**src/pkg/girq_defs.vh**
```
`ifndef GIRQ_DEFS_VH
`define GIRQ_DEFS_VH

// Register word offsets (byte addresses)
`define GIRQ_ADDR_LOW_VOLTAGE_DETECT_CONTROL 4'h0
`define GIRQ_ADDR_SRCF 4'h4
`define GIRQ_ADDR_SRCE 4'h8
`define GIRQ_ADDR_GRP 4'hc
// Control register fields
`define GIRQ_LOW_VOLTAGE_DETECT_CONTROL_STAT 5
`define GIRQ_LOW_VOLTAGE_DETECT_CONTROL_EN 4
`define GIRQ_LOW_VOLTAGE_DETECT_CONTROL_BG 3
`define GIRQ_LOW_VOLTAGE_DETECT_CONTROL_RST 8'h00
// Source flag / enable bit positions
`define GIRQ_SRC_NVM 0
`define GIRQ_SRC_LV 1
`define GIRQ_SRC_TA 2
`define GIRQ_SRC_TP 3
// Group register: [1:0] vector enables, [3:2] vector flags, [4] global enable
`define GIRQ_GRP_EN0 0
`define GIRQ_GRP_FL0 2
`define GIRQ_GRP_GIE 4
// Flag assert delay in ns and cycles at 20 ns
`define GIRQ_LVD_DELAY_NS 15000
`define GIRQ_CLK_NS 20
`define GIRQ_LVD_DELAY_CYC (`GIRQ_LVD_DELAY_NS / `GIRQ_CLK_NS)
`define GIRQ_CNT_W 12

`endif

```
**src/rtl/girq_lv_filter.v**
```verilog
`timescale 1ns/1ps
`include "girq_defs.vh"
// ==========================================================
// Sustained-low delay filter
module girq_lv_filter (
    input wire clk,
    input wire rst,
    input wire statusIn,
    output reg pulseOut
);
    reg [`GIRQ_CNT_W-1:0] cnt_q;
    reg done_q;
    always @(posedge clk or posedge rst) begin
        if (rst) begin
            cnt_q <= {`GIRQ_CNT_W{1'b0}};
            done_q <= 1'b0;
            pulseOut <= 1'b0;
        end else begin
            pulseOut <= 1'b0;
            if (!statusIn) begin
                cnt_q <= {`GIRQ_CNT_W{1'b0}};
                done_q <= 1'b0;
            end else if (!done_q) begin
                if (cnt_q == `GIRQ_LVD_DELAY_CYC - 1) begin
                    done_q <= 1'b1;
                    pulseOut <= 1'b1;
                end else begin
                    cnt_q <= cnt_q + 1'b1;
                end
            end
        end
    end
endmodule // girq_lv_filter

```
**src/rtl/girq_top.v**
```verilog
// Register access over Wishbone and the address map were left to the implementer.
`timescale 1ns/1ps
`include "girq_defs.vh"
// Notes on behaviour
// - Write-done sets memory write-done flag
// - Write-done vectors when all enables, stack
// - Entry clears global enable, group flag
// - Low voltage sets low-voltage request flag
// - Low-voltage vectors when enables, stack
// - Two timer match sources, own bits
// - Timer match vectors when enables, stack
// - Any source flag rising edge wakes device
// - Flags stay set until cleared
// - Vectoring pushes only program counter
// - Reenable return sets global enable
// - Status bit read-only, top zero
// - Enable bit switches detector
// - Bandgap on for detector, reset, bit
// - Threshold field selects comparison
// - Status follows below-threshold compare
// - Detector off during sleep
// - Request flag after fixed delay
// - Group flag set by member flags
module girq_top (
    input wire clk,
    input wire rst,
    input wire [3:0] wb_adr_i,
    input wire [31:0] wb_dat_i,
    output reg [31:0] wb_dat_o,
    input wire wb_we_i,
    input wire [3:0] wb_sel_i,
    input wire wb_cyc_i,
    input wire wb_stb_i,
    output reg wb_ack_o,
    input wire nvmWriteDone,
    input wire timerMatchA,
    input wire timerMatchP,
    input wire [7:0] belowThreshold,
    input wire lowVoltageResetEn,
    input wire sleepMode,
    input wire stackFull,
    input wire vectorAck,
    input wire isrExitReenable,
    input wire isrExitPlain,
    output reg vectorReq,
    output reg vectorSel,
    output reg pushPc,
    output reg wakeUp,
    output reg detectorOn,
    output reg bandgapOn,
    output reg [2:0] thresholdSelect
);
    // ==========================================================
    // Pin synchronisers
    reg [7:0] belowS1_q, belowS2_q;
    reg sleepS1_q, sleepS2_q, lvrS1_q, lvrS2_q;
    always @(posedge clk or posedge rst) begin
        if (rst) begin
            belowS1_q <= 8'h00;
            belowS2_q <= 8'h00;
            sleepS1_q <= 1'b0;
            sleepS2_q <= 1'b0;
            lvrS1_q <= 1'b0;
            lvrS2_q <= 1'b0;
        end else begin
            belowS1_q <= belowThreshold;
            belowS2_q <= belowS1_q;
            sleepS1_q <= sleepMode;
            sleepS2_q <= sleepS1_q;
            lvrS1_q <= lowVoltageResetEn;
            lvrS2_q <= lvrS1_q;
        end
    end

    // ==========================================================
    // Registers
    reg [7:0] low_voltage_detect_control_q;
    reg [3:0] srcFlag_q, srcEn_q;
    reg [1:0] grpEn_q, grpFlag_q;
    reg gie_q, status_q, inService_q;
    wire lvPulse;
    wire busWr = wb_cyc_i && wb_stb_i && wb_we_i && !wb_ack_o && wb_sel_i[0];
    wire busRd = wb_cyc_i && wb_stb_i && !wb_ack_o;
    wire detActive = low_voltage_detect_control_q[`GIRQ_LOW_VOLTAGE_DETECT_CONTROL_EN] && !sleepS2_q;
    wire belowSel = belowS2_q[low_voltage_detect_control_q[2:0]];
    wire [3:0] srcEvent;
    assign srcEvent[`GIRQ_SRC_NVM] = nvmWriteDone;
    assign srcEvent[`GIRQ_SRC_LV] = lvPulse;
    assign srcEvent[`GIRQ_SRC_TA] = timerMatchA;
    assign srcEvent[`GIRQ_SRC_TP] = timerMatchP;
    // Group 0: write-done and low voltage; group 1: timer
    wire [1:0] grpPend;
    assign grpPend[0] = |(srcFlag_q[1:0] & srcEn_q[1:0]);
    assign grpPend[1] = |(srcFlag_q[3:2] & srcEn_q[3:2]);
    wire [1:0] grpReady = grpFlag_q & grpEn_q & grpPend;
    wire canVector = gie_q && !stackFull && !inService_q && |grpReady;

    girq_lv_filter uFilter (
        .clk(clk),
        .rst(rst),
        .statusIn(status_q),
        .pulseOut(lvPulse)
    );

    // ==========================================================
    // Detector control and status
    always @(posedge clk or posedge rst) begin
        if (rst) begin
            low_voltage_detect_control_q <= `GIRQ_LOW_VOLTAGE_DETECT_CONTROL_RST;
            status_q <= 1'b0;
            detectorOn <= 1'b0;
            bandgapOn <= 1'b0;
            thresholdSelect <= 3'h0;
        end else begin
            if (busWr && wb_adr_i == `GIRQ_ADDR_LOW_VOLTAGE_DETECT_CONTROL)
                low_voltage_detect_control_q <= {4'h0, wb_dat_i[3:0]} | {3'h0, wb_dat_i[4], 4'h0};
            status_q <= detActive && belowSel;
            detectorOn <= detActive;
            bandgapOn <= low_voltage_detect_control_q[`GIRQ_LOW_VOLTAGE_DETECT_CONTROL_EN] || lvrS2_q || low_voltage_detect_control_q[`GIRQ_LOW_VOLTAGE_DETECT_CONTROL_BG];
            thresholdSelect <= low_voltage_detect_control_q[2:0];
        end
    end

    // ==========================================================
    // Flags, enables, vectoring
    integer i;
    reg [3:0] srcFlag_d;
    reg [1:0] grpFlag_d;
    always @* begin
        srcFlag_d = srcFlag_q;
        if (busWr && wb_adr_i == `GIRQ_ADDR_SRCF)
            srcFlag_d = wb_dat_i[3:0];
        for (i = 0; i < 4; i = i + 1)
            if (srcEvent[i])
                srcFlag_d[i] = 1'b1;
        grpFlag_d = grpFlag_q;
        if (busWr && wb_adr_i == `GIRQ_ADDR_GRP)
            grpFlag_d = wb_dat_i[3:2];
        if (vectorReq && vectorAck)
            grpFlag_d[vectorSel] = 1'b0;
        if (|(srcFlag_d[1:0] & ~srcFlag_q[1:0]))
            grpFlag_d[0] = 1'b1;
        if (|(srcFlag_d[3:2] & ~srcFlag_q[3:2]))
            grpFlag_d[1] = 1'b1;
    end

    always @(posedge clk or posedge rst) begin
        if (rst) begin
            srcFlag_q <= 4'h0;
            srcEn_q <= 4'h0;
            grpEn_q <= 2'h0;
            grpFlag_q <= 2'h0;
            gie_q <= 1'b0;
            inService_q <= 1'b0;
            vectorReq <= 1'b0;
            vectorSel <= 1'b0;
            pushPc <= 1'b0;
            wakeUp <= 1'b0;
        end else begin
            srcFlag_q <= srcFlag_d;
            grpFlag_q <= grpFlag_d;
            if (busWr && wb_adr_i == `GIRQ_ADDR_SRCE)
                srcEn_q <= wb_dat_i[3:0];
            if (busWr && wb_adr_i == `GIRQ_ADDR_GRP)
                grpEn_q <= wb_dat_i[1:0];
            wakeUp <= |(srcFlag_d & ~srcFlag_q);
            pushPc <= 1'b0;
            if (vectorReq && vectorAck) begin
                gie_q <= 1'b0;
                vectorReq <= 1'b0;
                pushPc <= 1'b1;
                inService_q <= 1'b0;
            end else if (canVector && !vectorReq) begin
                vectorReq <= 1'b1;
                inService_q <= 1'b1;
                vectorSel <= grpReady[0] ? 1'b0 : 1'b1;
            end else if (isrExitReenable) begin
                gie_q <= 1'b1;
            end else if (isrExitPlain) begin
                gie_q <= gie_q;
            end else if (busWr && wb_adr_i == `GIRQ_ADDR_GRP) begin
                gie_q <= wb_dat_i[`GIRQ_GRP_GIE];
            end
        end
    end

    // ==========================================================
    // Wishbone slave, registered answer one cycle after strobe
    always @(posedge clk or posedge rst) begin
        if (rst) begin
            wb_ack_o <= 1'b0;
            wb_dat_o <= 32'h0;
        end else begin
            wb_ack_o <= busRd;
            if (busRd) begin
                case (wb_adr_i)
                    `GIRQ_ADDR_LOW_VOLTAGE_DETECT_CONTROL: wb_dat_o <= {26'h0, status_q, low_voltage_detect_control_q[4:0]};
                    `GIRQ_ADDR_SRCF: wb_dat_o <= {28'h0, srcFlag_q};
                    `GIRQ_ADDR_SRCE: wb_dat_o <= {28'h0, srcEn_q};
                    `GIRQ_ADDR_GRP: wb_dat_o <= {27'h0, gie_q, grpFlag_q, grpEn_q};
                    default: wb_dat_o <= 32'h0;
                endcase
            end
        end
    end
endmodule // girq_top
```
**config.mk**
```make
export PLATFORM = sky130hd
export DESIGN_NAME = girq_top
export DESIGN_NICKNAME = d
export VERILOG_FILES = /design/src/rtl/girq_lv_filter.v /design/src/rtl/girq_top.v
export VERILOG_INCLUDE_DIRS = /design/src /design/src/pkg
export SDC_FILE = /design/constraint.sdc
export NUM_CORES = 1
export LEC_CHECK = 0
export BUFFER_PORTS_ARGS = -buffer_cell sky130_fd_sc_hd__buf_2
export CORE_UTILIZATION = 42
export CTS_BUF_LIST = sky130_fd_sc_hd__clkbuf_2 sky130_fd_sc_hd__clkbuf_4 sky130_fd_sc_hd__clkbuf_8
export DETAILED_ROUTE_END_ITERATION = 16
export GPL_ROUTABILITY_DRIVEN = 0
export PLACE_DENSITY = 0.74
export SYNTH_ARGS = -nofsm -noshare
export SYNTH_HDL_FRONTEND = slang
export SYNTH_HIERARCHICAL = 1
export SYNTH_SLANG_ARGS = --single-unit
```
**constraint.sdc**
```tcl
create_clock -name clk -period 1.9 [get_ports clk]
set_clock_uncertainty 0.05 [all_clocks]
set_input_delay 0 -clock clk [delete_from_list [all_inputs] [get_ports clk]]
set_output_delay 0 -clock clk [all_outputs]
set_load 0.02 [all_outputs]
```
## Yosys cells after proc, flatten, opt, wreduce, memory -nomap -nowiden

Cells that the tools add are included.

- Equality and inequality tests: 8
- Multiplexer cells: 31
- Bitwise gates (word level): 14
- Add/subtract/negate cells: 1
- Magnitude comparators: 3
- Reductions and logical operators: 35

Operators with widths:

| operator | count |
|---|---|
| 2-to-1 mux 12 bit | 3 |
| one-hot mux 6 bit (4 select lines) | 1 |
| 2-to-1 mux 1 bit | 22 |
| logical AND 1 bit | 17 |
| bitwise AND 2 bit | 7 |
| adder 12 x 1 -> 12 bit (second input constant) | 1 |
| equality test 12 x 10 -> 1 bit (second input constant) | 1 |
| OR reduction 2 bit | 5 |
| equality test 4 bit (second input constant) | 2 |
| != test 2 bit (second input constant) | 3 |
| NOT 2 bit | 3 |
| bitwise OR 4 x 5 -> 5 bit | 1 |
| bitwise AND 4 bit | 1 |
| equality test 4 x 3 -> 1 bit (second input constant) | 1 |
| logical NOT 1 bit | 4 |
| logical NOT 4 bit | 1 |
| < comparator 3 x 4 -> 1 bit (second input constant) | 1 |
| 2-to-1 mux 2 bit | 2 |
| 2-to-1 mux 4 bit | 1 |
| NOT 4 bit | 1 |
| AND reduction 2 bit | 2 |
| OR reduction 4 bit | 1 |
| binary-select mux 1 bit (select 3 bit) | 1 |
| != test 3 x 2 -> 1 bit (second input constant) | 1 |
| 8 further kinds | 9 |

- Input bits: 62
- Word-level logic and storage cells: 117
- Output and inout port bits: 42
- Register bits: 95

## Longest topological paths before layout

- Word-level depth: 10
- Mapped depth: 5
- Mapped depth without buffers: 5

## Modules after synthesis

The synthesis kept the hierarchy.

Modules (own cells, without submodules):

| module | sequential area each (um^2) | cells an instance | area each (um^2) | instances |
|---|---|---|---|---|
| girq_top | 1376.3 | 176 | 2328.5 | 1 |
| girq_lv_filter | 350.3 | 84 | 815.8 | 1 |

## Least setup slack after synthesis

No wires, ideal clock.

- Kind: register -> register
- Start point: register wb_ack_o
- End point: register low_voltage_detect_control_q[0]
- Cell stages (with the launch flop): 4
- Setup time: 125 ps
- Path buffers: 0
- Setup slack: 198 ps
- Period minus slack after synthesis: 1702 ps
- Required time: 1725 ps
- Data arrival time: 1527 ps
- Cells stage by stage: dfrtp_1 nand3b_1 nor4_4 mux2_2

- Word-level cells in the longest chain between the ends: 4

RTL lines:

| what | RTL line | RTL |
|---|---|---|
| from (decl) | girq_top.v:34 | `output reg wb_ack_o,` |
| from (signal assigned) | girq_top.v:194 | `wb_ack_o <= busRd;` |
| logical NOT 1 bit | girq_top.v:82 | `wire busWr = wb_cyc_i && wb_stb_i && wb_we_i && !wb_ack_o && wb_sel_i[0];` |
| logical AND 1 bit (2 in series) | girq_top.v:82 |  |
| logical AND 1 bit (no line) | - |  |
| to (signal assigned) | girq_top.v:109 | `` low_voltage_detect_control_q <= `GIRQ_LOW_VOLTAGE_DETECT_CONTROL_RST; `` |
| to (signal assigned) | girq_top.v:116 | `low_voltage_detect_control_q <= {4'h0, wb_dat_i[3:0]} \| {3'h0, wb_dat_i[4], 4'h0};` |
| to (decl) | girq_top.v:77 | `reg [7:0] low_voltage_detect_control_q;` |

No other way between the ends.
A chain may end at the register's enable or synchronous reset.

## Worst setup path after layout

- Start point: input port wb_adr_i[0]
- End point: register wb_dat_o[5]

- Word-level cells in the longest chain between the ends: 2
- Elaborated cells on any way between the ends: 5
- Classes of those cells: 3 x eq/ne; 1 x mux; 1 x reduce/logical

RTL lines:

| what | RTL line | RTL |
|---|---|---|
| from (decl) | girq_top.v:27 | `input wire [3:0] wb_adr_i,` |
| equality test 4 bit, or another cell as far along | girq_top.v:196 | `case (wb_adr_i)` |
| one-hot mux 6 bit (4 select lines) (*) | girq_top.v:196 |  |
| to (signal assigned) | girq_top.v:197 | `` `GIRQ_ADDR_LOW_VOLTAGE_DETECT_CONTROL: wb_dat_o <= {26'h0, status_q, low_voltage_detect_control_q[4:0]}; `` |
| to (signal assigned) | girq_top.v:198 | `` `GIRQ_ADDR_SRCF: wb_dat_o <= {28'h0, srcFlag_q}; `` |
| to (signal assigned) | girq_top.v:199 | `` `GIRQ_ADDR_SRCE: wb_dat_o <= {28'h0, srcEn_q}; `` |
| to (decl) | girq_top.v:29 | `output reg [31:0] wb_dat_o,` |

Every way passes the cells marked *; elsewhere a longest branch is shown, timed or not.

==> impl_table.tex <==
\begin{tabular}{lr}
\hline
Metric & Value \\
\hline
\multicolumn{2}{l}{\textbf{STA}} \\
Setup TNS & 0 ns \\
Remaining max-slew budget at the tightest pin & 61.9\% \\
Transition at the pin with the smallest max-transition slack & 0.567 ns \\
Setup repair after global routing missed its margin & false \\
Final number of setup-violating endpoints & 0 \\
Max-slew violation count & 0 \\
Fin crit period & between 1.5 and 2 ns \\
Final Hold Vio Count & 0 \\
Fmax achieved & 0.558 GHz \\
Period Utilization, post-route & 94.4\% \\
\multicolumn{2}{l}{\textbf{Setup path}} \\
Highest fanout seen on the critical path & 3 \\
Origin of the worst setup path & wb\_adr\_i[0] \\
Arrival time of the worst setup path & 1.97 ns \\
Critical path type & in -> reg \\
Startpoint of the worst register-to-register path & wb\_ack\_o\$\_DFF\_PP0\_ \\
Element type at the critical path start & primary input \\
Data required time of the critical path & between 2 and 2.5 ns \\
Worst setup EP type & register \\
\multicolumn{2}{l}{\textbf{Synth}} \\
Sequential share of the synthesized area & a little over half \\
Cell area after synthesis & 3140 µm² \\
Number of warnings reported in the yosys synthesis log & 6 \\
Ys flop type & sky130\_fd\_sc\_hd\_\_dfrtp\_1 \\
Synthesized area per cell & 12.1 µm² \\
Number of instances in the synthesized netlist & 260 \\
Synth async-reset ratio & 100\% \\
Number of register bits inferred by synthesis & 69 \\
Number of enable flip-flop cells after synthesis & 0 \\
Synth cell types & between 50 and 60 \\
\multicolumn{2}{l}{\textbf{Final layout}} \\
Ant. Diodes & 0 \\
Final net count & slightly above 400 \\
Area growth from synthesis to layout & 23.1\% \\
Layout cell share with drive strength beyond 1 & 28.4\% \\
Count of fill cells added during filler insertion & between 600 and 700 \\
Fin util & 53.4\% \\
\multicolumn{2}{l}{\textbf{Global routing}} \\
Global routing's busiest layer & met2 \\
Global Route Usage Sum & between 10\% and 20\% \\
GR Util met3 & under 10\% \\
Vias in the first global route & 2139 \\
Overflow left after global routing & 0 \\
Antenna violations before repair & 0 \\
Pin count of the biggest net entering global routing & 56 \\
Global-route met1 utilization & 24.1\% \\
Global-route wire length before repair & between 10 and 15 mm \\
GRT met2 Usage & 29.5\% \\
\multicolumn{2}{l}{\textbf{Detailed routing}} \\
Count of antenna-violating nets left after detailed routing & 0 \\
Via count & $\sim$2200 \\
Ratio of routed vias to standard cells & 4.98 \\
Total length of routed wires & 6.34 mm \\
Detailed router's first-iteration violation count & 150 \\
Routed length per instance & 14.3 µm \\
First-pass iteration count of the detailed router & 5 \\
Drc violations & 0 \\
\multicolumn{2}{l}{\textbf{Min path}} \\
Worst Hold Launch & wb\_adr\_i[1] \\
Worst min-delay path category & in -> reg \\
\multicolumn{2}{l}{\textbf{Floorplanning}} \\
Initial Util & 43.4\% \\
Horiz. Die Dim & 88.5 µm \\
Die area & just under 8000 µm² \\
Floorplan row count & 31 \\
DIE HEIGHT & $\sim$89 µm \\
CORE AREA & 7250 µm² \\
Total I/O pin count & $\sim$100 \\
\multicolumn{2}{l}{\textbf{CTS}} \\
Reg clk slew, reported paths & 0.07 ns \\
Number of buffers created by CTS & 9 \\
Maximum buffer depth of the clock tree & 2 \\
Clk\_lat worst skew & 0.35 ns \\
Clock Root Buffer & sky130\_fd\_sc\_hd\_\_clkbuf\_8 \\
CTS tree & built \\
\# clock sinks & 69 \\
H-Tree Depth & 3 \\
\multicolumn{2}{l}{\textbf{Outcome}} \\
Outcome & finished clean \\
\multicolumn{2}{l}{\textbf{Place}} \\
DP Wirelength & 4.31 mm \\
IO Port Bufs & 47 \\
\multicolumn{2}{l}{\textbf{Power and ir drop}} \\
Pwr dens & 807 nW/µm² \\
Maximum vdd ir drop & approximately 460 µV \\
Leakage component of the power & 0.00179 µW \\
\multicolumn{2}{l}{\textbf{Run}} \\
Max capacitance violation total & 0 \\
\hline
\end{tabular}
==> kinds of logic after synthesis <==
family | share of synthesized area (%)
adders and majority gates | 0.796
buffers and inverters | 9.27
muxes | 10.1
AOI/OAI and AO/OA | 9.07
other | 0.119
DFF | 54.9
and+or+nand+nor | 15.7
==> report_power, final <==
part           switching, µW  total, µW  internal (µW)  leakage, µW
Combinational            178        317            139     0.000805
Sequential              45.6       1580           1530     0.000882
Clock                    605       1230            624     0.000101
Total                    828       3120           2300      0.00179
==> layout by cell type, fill, tap and decap left out, types with 2 or more instances in the layout <==
master / synthesis / routed
sky130_fd_sc_hd__ha_1: 2 / 2
sky130_fd_sc_hd__a222oi_1: 2 / 2
sky130_fd_sc_hd__inv_6: 0 / 3
sky130_fd_sc_hd__mux2i_1: 6 / 6
sky130_fd_sc_hd__clkinv_4: 0 / 2
sky130_fd_sc_hd__or4_1: 2 / 2
sky130_fd_sc_hd__conb_1: 1 / 26
sky130_fd_sc_hd__inv_1: 17 / 16
sky130_fd_sc_hd__dlygate4sd3_1: 0 / 26
sky130_fd_sc_hd__nand2_1: 19 / 19
sky130_fd_sc_hd__o211ai_1: 5 / 5
sky130_fd_sc_hd__nand3_1: 5 / 5
sky130_fd_sc_hd__o21ai_0: 5 / 4
sky130_fd_sc_hd__dfrtp_1: 69 / 69
sky130_fd_sc_hd__nand4_1: 3 / 3
sky130_fd_sc_hd__nor3_1: 3 / 3
sky130_fd_sc_hd__nor3_2: 2 / 2
sky130_fd_sc_hd__nand3b_1: 4 / 4
sky130_fd_sc_hd__a31oi_1: 3 / 3
sky130_fd_sc_hd__a22oi_1: 2 / 2
sky130_fd_sc_hd__or3_1: 4 / 4
sky130_fd_sc_hd__nor2b_1: 3 / 3
sky130_fd_sc_hd__buf_4: 26 / 2
sky130_fd_sc_hd__o31ai_1: 3 / 3
sky130_fd_sc_hd__nor4_1: 3 / 3
sky130_fd_sc_hd__mux4_2: 6 / 6
sky130_fd_sc_hd__nor2_1: 7 / 7
sky130_fd_sc_hd__buf_2: 2 / 47
sky130_fd_sc_hd__nand2b_1: 4 / 4
sky130_fd_sc_hd__clkbuf_8: 0 / 9
sky130_fd_sc_hd__nor4_4: 2 / 2
sky130_fd_sc_hd__a22o_1: 7 / 7
sky130_fd_sc_hd__a21oi_1: 6 / 6
sky130_fd_sc_hd__o21ai_1: 2 / 3
sky130_fd_sc_hd__mux2_2: 11 / 11
==> flip-flops by register name, summed over array words and instances, names as in the netlist, 2 cells and up <==
| register | flops |
|---|---|
| uFilter/cnt_q | 12 |
| belowS1_q | 8 |
| belowS2_q | 8 |
| wb_dat_o | 6 |
| low_voltage_detect_control_q | 5 |
| srcEn_q | 4 |
| srcFlag_q | 4 |
| thresholdSelect | 3 |
| grpEn_q | 2 |
| grpFlag_q | 2 |
==> stage by stage <==
| stage | hold slack [ns] | worst slack, ns | cell area (µm²) | std cells | power (µW) |
|---|---|---|---|---|---|
| after CTS | 0.0185 | 0.0834 | 3870 | 444 | 3150 |
| after detailed placement | 0.0565 | 0.180 | 3400 | 402 | 1890 |
| after global routing | 0.0192 | 0.00933 | 3870 | 444 | 3260 |
| after global placement | 0.0506 | 0.190 | 3400 | 402 | 1880 |
| after floorplan | -0.161 | 0.198 | 3240 | 285 | 1830 |
| final | 0.0330 | 0.106 | 3870 | 444 | 3120 |
==> layout make-up <==
cell class	count	area [µm²]	share of cell area (%)
timing repair buffer	76	531	13.7
tap	99	124	3.20
sequential	69	1730	44.6
clock buffer	9	124	3.20
inverter	17	63.8	1.65
clock inverter	7	81.3	2.10
multi-input combinational	167	1220	31.5
==> Yosys cell counts, types with 2 or more instances <==
| cell | count | area (µm²) |
|---|---|---|
| sky130_fd_sc_hd__buf_4 | 26 | 195 |
| sky130_fd_sc_hd__dfrtp_1 | 69 | 1730 |
| sky130_fd_sc_hd__nand2b_1 | 4 | 25.0 |
| sky130_fd_sc_hd__nor2_1 | 7 | 26.3 |
| sky130_fd_sc_hd__a31oi_1 | 3 | 18.8 |
| sky130_fd_sc_hd__or4_1 | 2 | 15.0 |
| sky130_fd_sc_hd__nor3_2 | 2 | 20.0 |
| sky130_fd_sc_hd__ha_1 | 2 | 25.0 |
| sky130_fd_sc_hd__or3_1 | 4 | 25.0 |
| sky130_fd_sc_hd__a222oi_1 | 2 | 20.0 |
| sky130_fd_sc_hd__nor4_1 | 3 | 18.8 |
| sky130_fd_sc_hd__clkbuf_1 | 3 | 11.3 |
| sky130_fd_sc_hd__nand3_1 | 5 | 25.0 |
| sky130_fd_sc_hd__a21oi_1 | 6 | 30.0 |
| sky130_fd_sc_hd__inv_1 | 17 | 63.8 |
| sky130_fd_sc_hd__nor3_1 | 3 | 15.0 |
| sky130_fd_sc_hd__a22oi_1 | 2 | 15.0 |
| sky130_fd_sc_hd__nor4_4 | 2 | 42.5 |
| sky130_fd_sc_hd__nand2_1 | 19 | 71.3 |
| sky130_fd_sc_hd__mux2i_1 | 6 | 60.1 |
| sky130_fd_sc_hd__o31ai_1 | 3 | 22.5 |
| sky130_fd_sc_hd__o21ai_1 | 2 | 10.0 |
| sky130_fd_sc_hd__mux2_2 | 11 | 124 |
| sky130_fd_sc_hd__a22o_1 | 7 | 61.3 |
| sky130_fd_sc_hd__o211ai_1 | 5 | 37.5 |
| sky130_fd_sc_hd__buf_2 | 2 | 10.0 |
| sky130_fd_sc_hd__o21ai_0 | 5 | 25.0 |
| sky130_fd_sc_hd__nand4_1 | 3 | 18.8 |
| sky130_fd_sc_hd__nand3b_1 | 4 | 30.0 |
| sky130_fd_sc_hd__nor2b_1 | 3 | 18.8 |
| sky130_fd_sc_hd__mux4_2 | 6 | 135 |
==> critical path, stage by stage <==
cell	delay [ns]
sky130_fd_sc_hd__dlygate4sd3_1	0.53
sky130_fd_sc_hd__buf_2	0.14
sky130_fd_sc_hd__or3_4	0.40
sky130_fd_sc_hd__dlygate4sd3_1	0.59
sky130_fd_sc_hd__o41ai_1	0.32
==> path summary, 6_finish.rpt <==
path                                           endpoint  slack (ns)  depth (start not counted)
max in group asynchronous  uFilter/cnt_q[2]$_DFFE_PP0P_        1.19                          3
min                             wb_dat_o[1]$_DFFE_PP0P_        0.03                          3
min reg2reg                         sleepS2_q$_DFF_PP0_        0.30                          0
min in group asynchronous  uFilter/cnt_q[8]$_DFFE_PP0P_        0.22                          3
max                             wb_dat_o[5]$_DFFE_PP0P_        0.11                          5
max reg2reg                      grpFlag_q[1]$_DFF_PP0_        0.17                          5
==> metal layers <==
layer | vias up | part of all wire [%]
met3 | 15 | 4.0
met1 | 1080 | 45
met5 | - | 0
li1 | 1044 | -
met4 | 0 | 2.5
met2 | 71 | 48
==> timing repair <==
item / 4_1_cts / 5_1_grt
endpoints found under the setup margin: 0 / 1
resized for setup: 0 / 1
hold buffers: 26 / 0
setup buffers: 0 / 0
hold endpoints to repair: 102 / 0
Power figures use the tool's default switching activity.
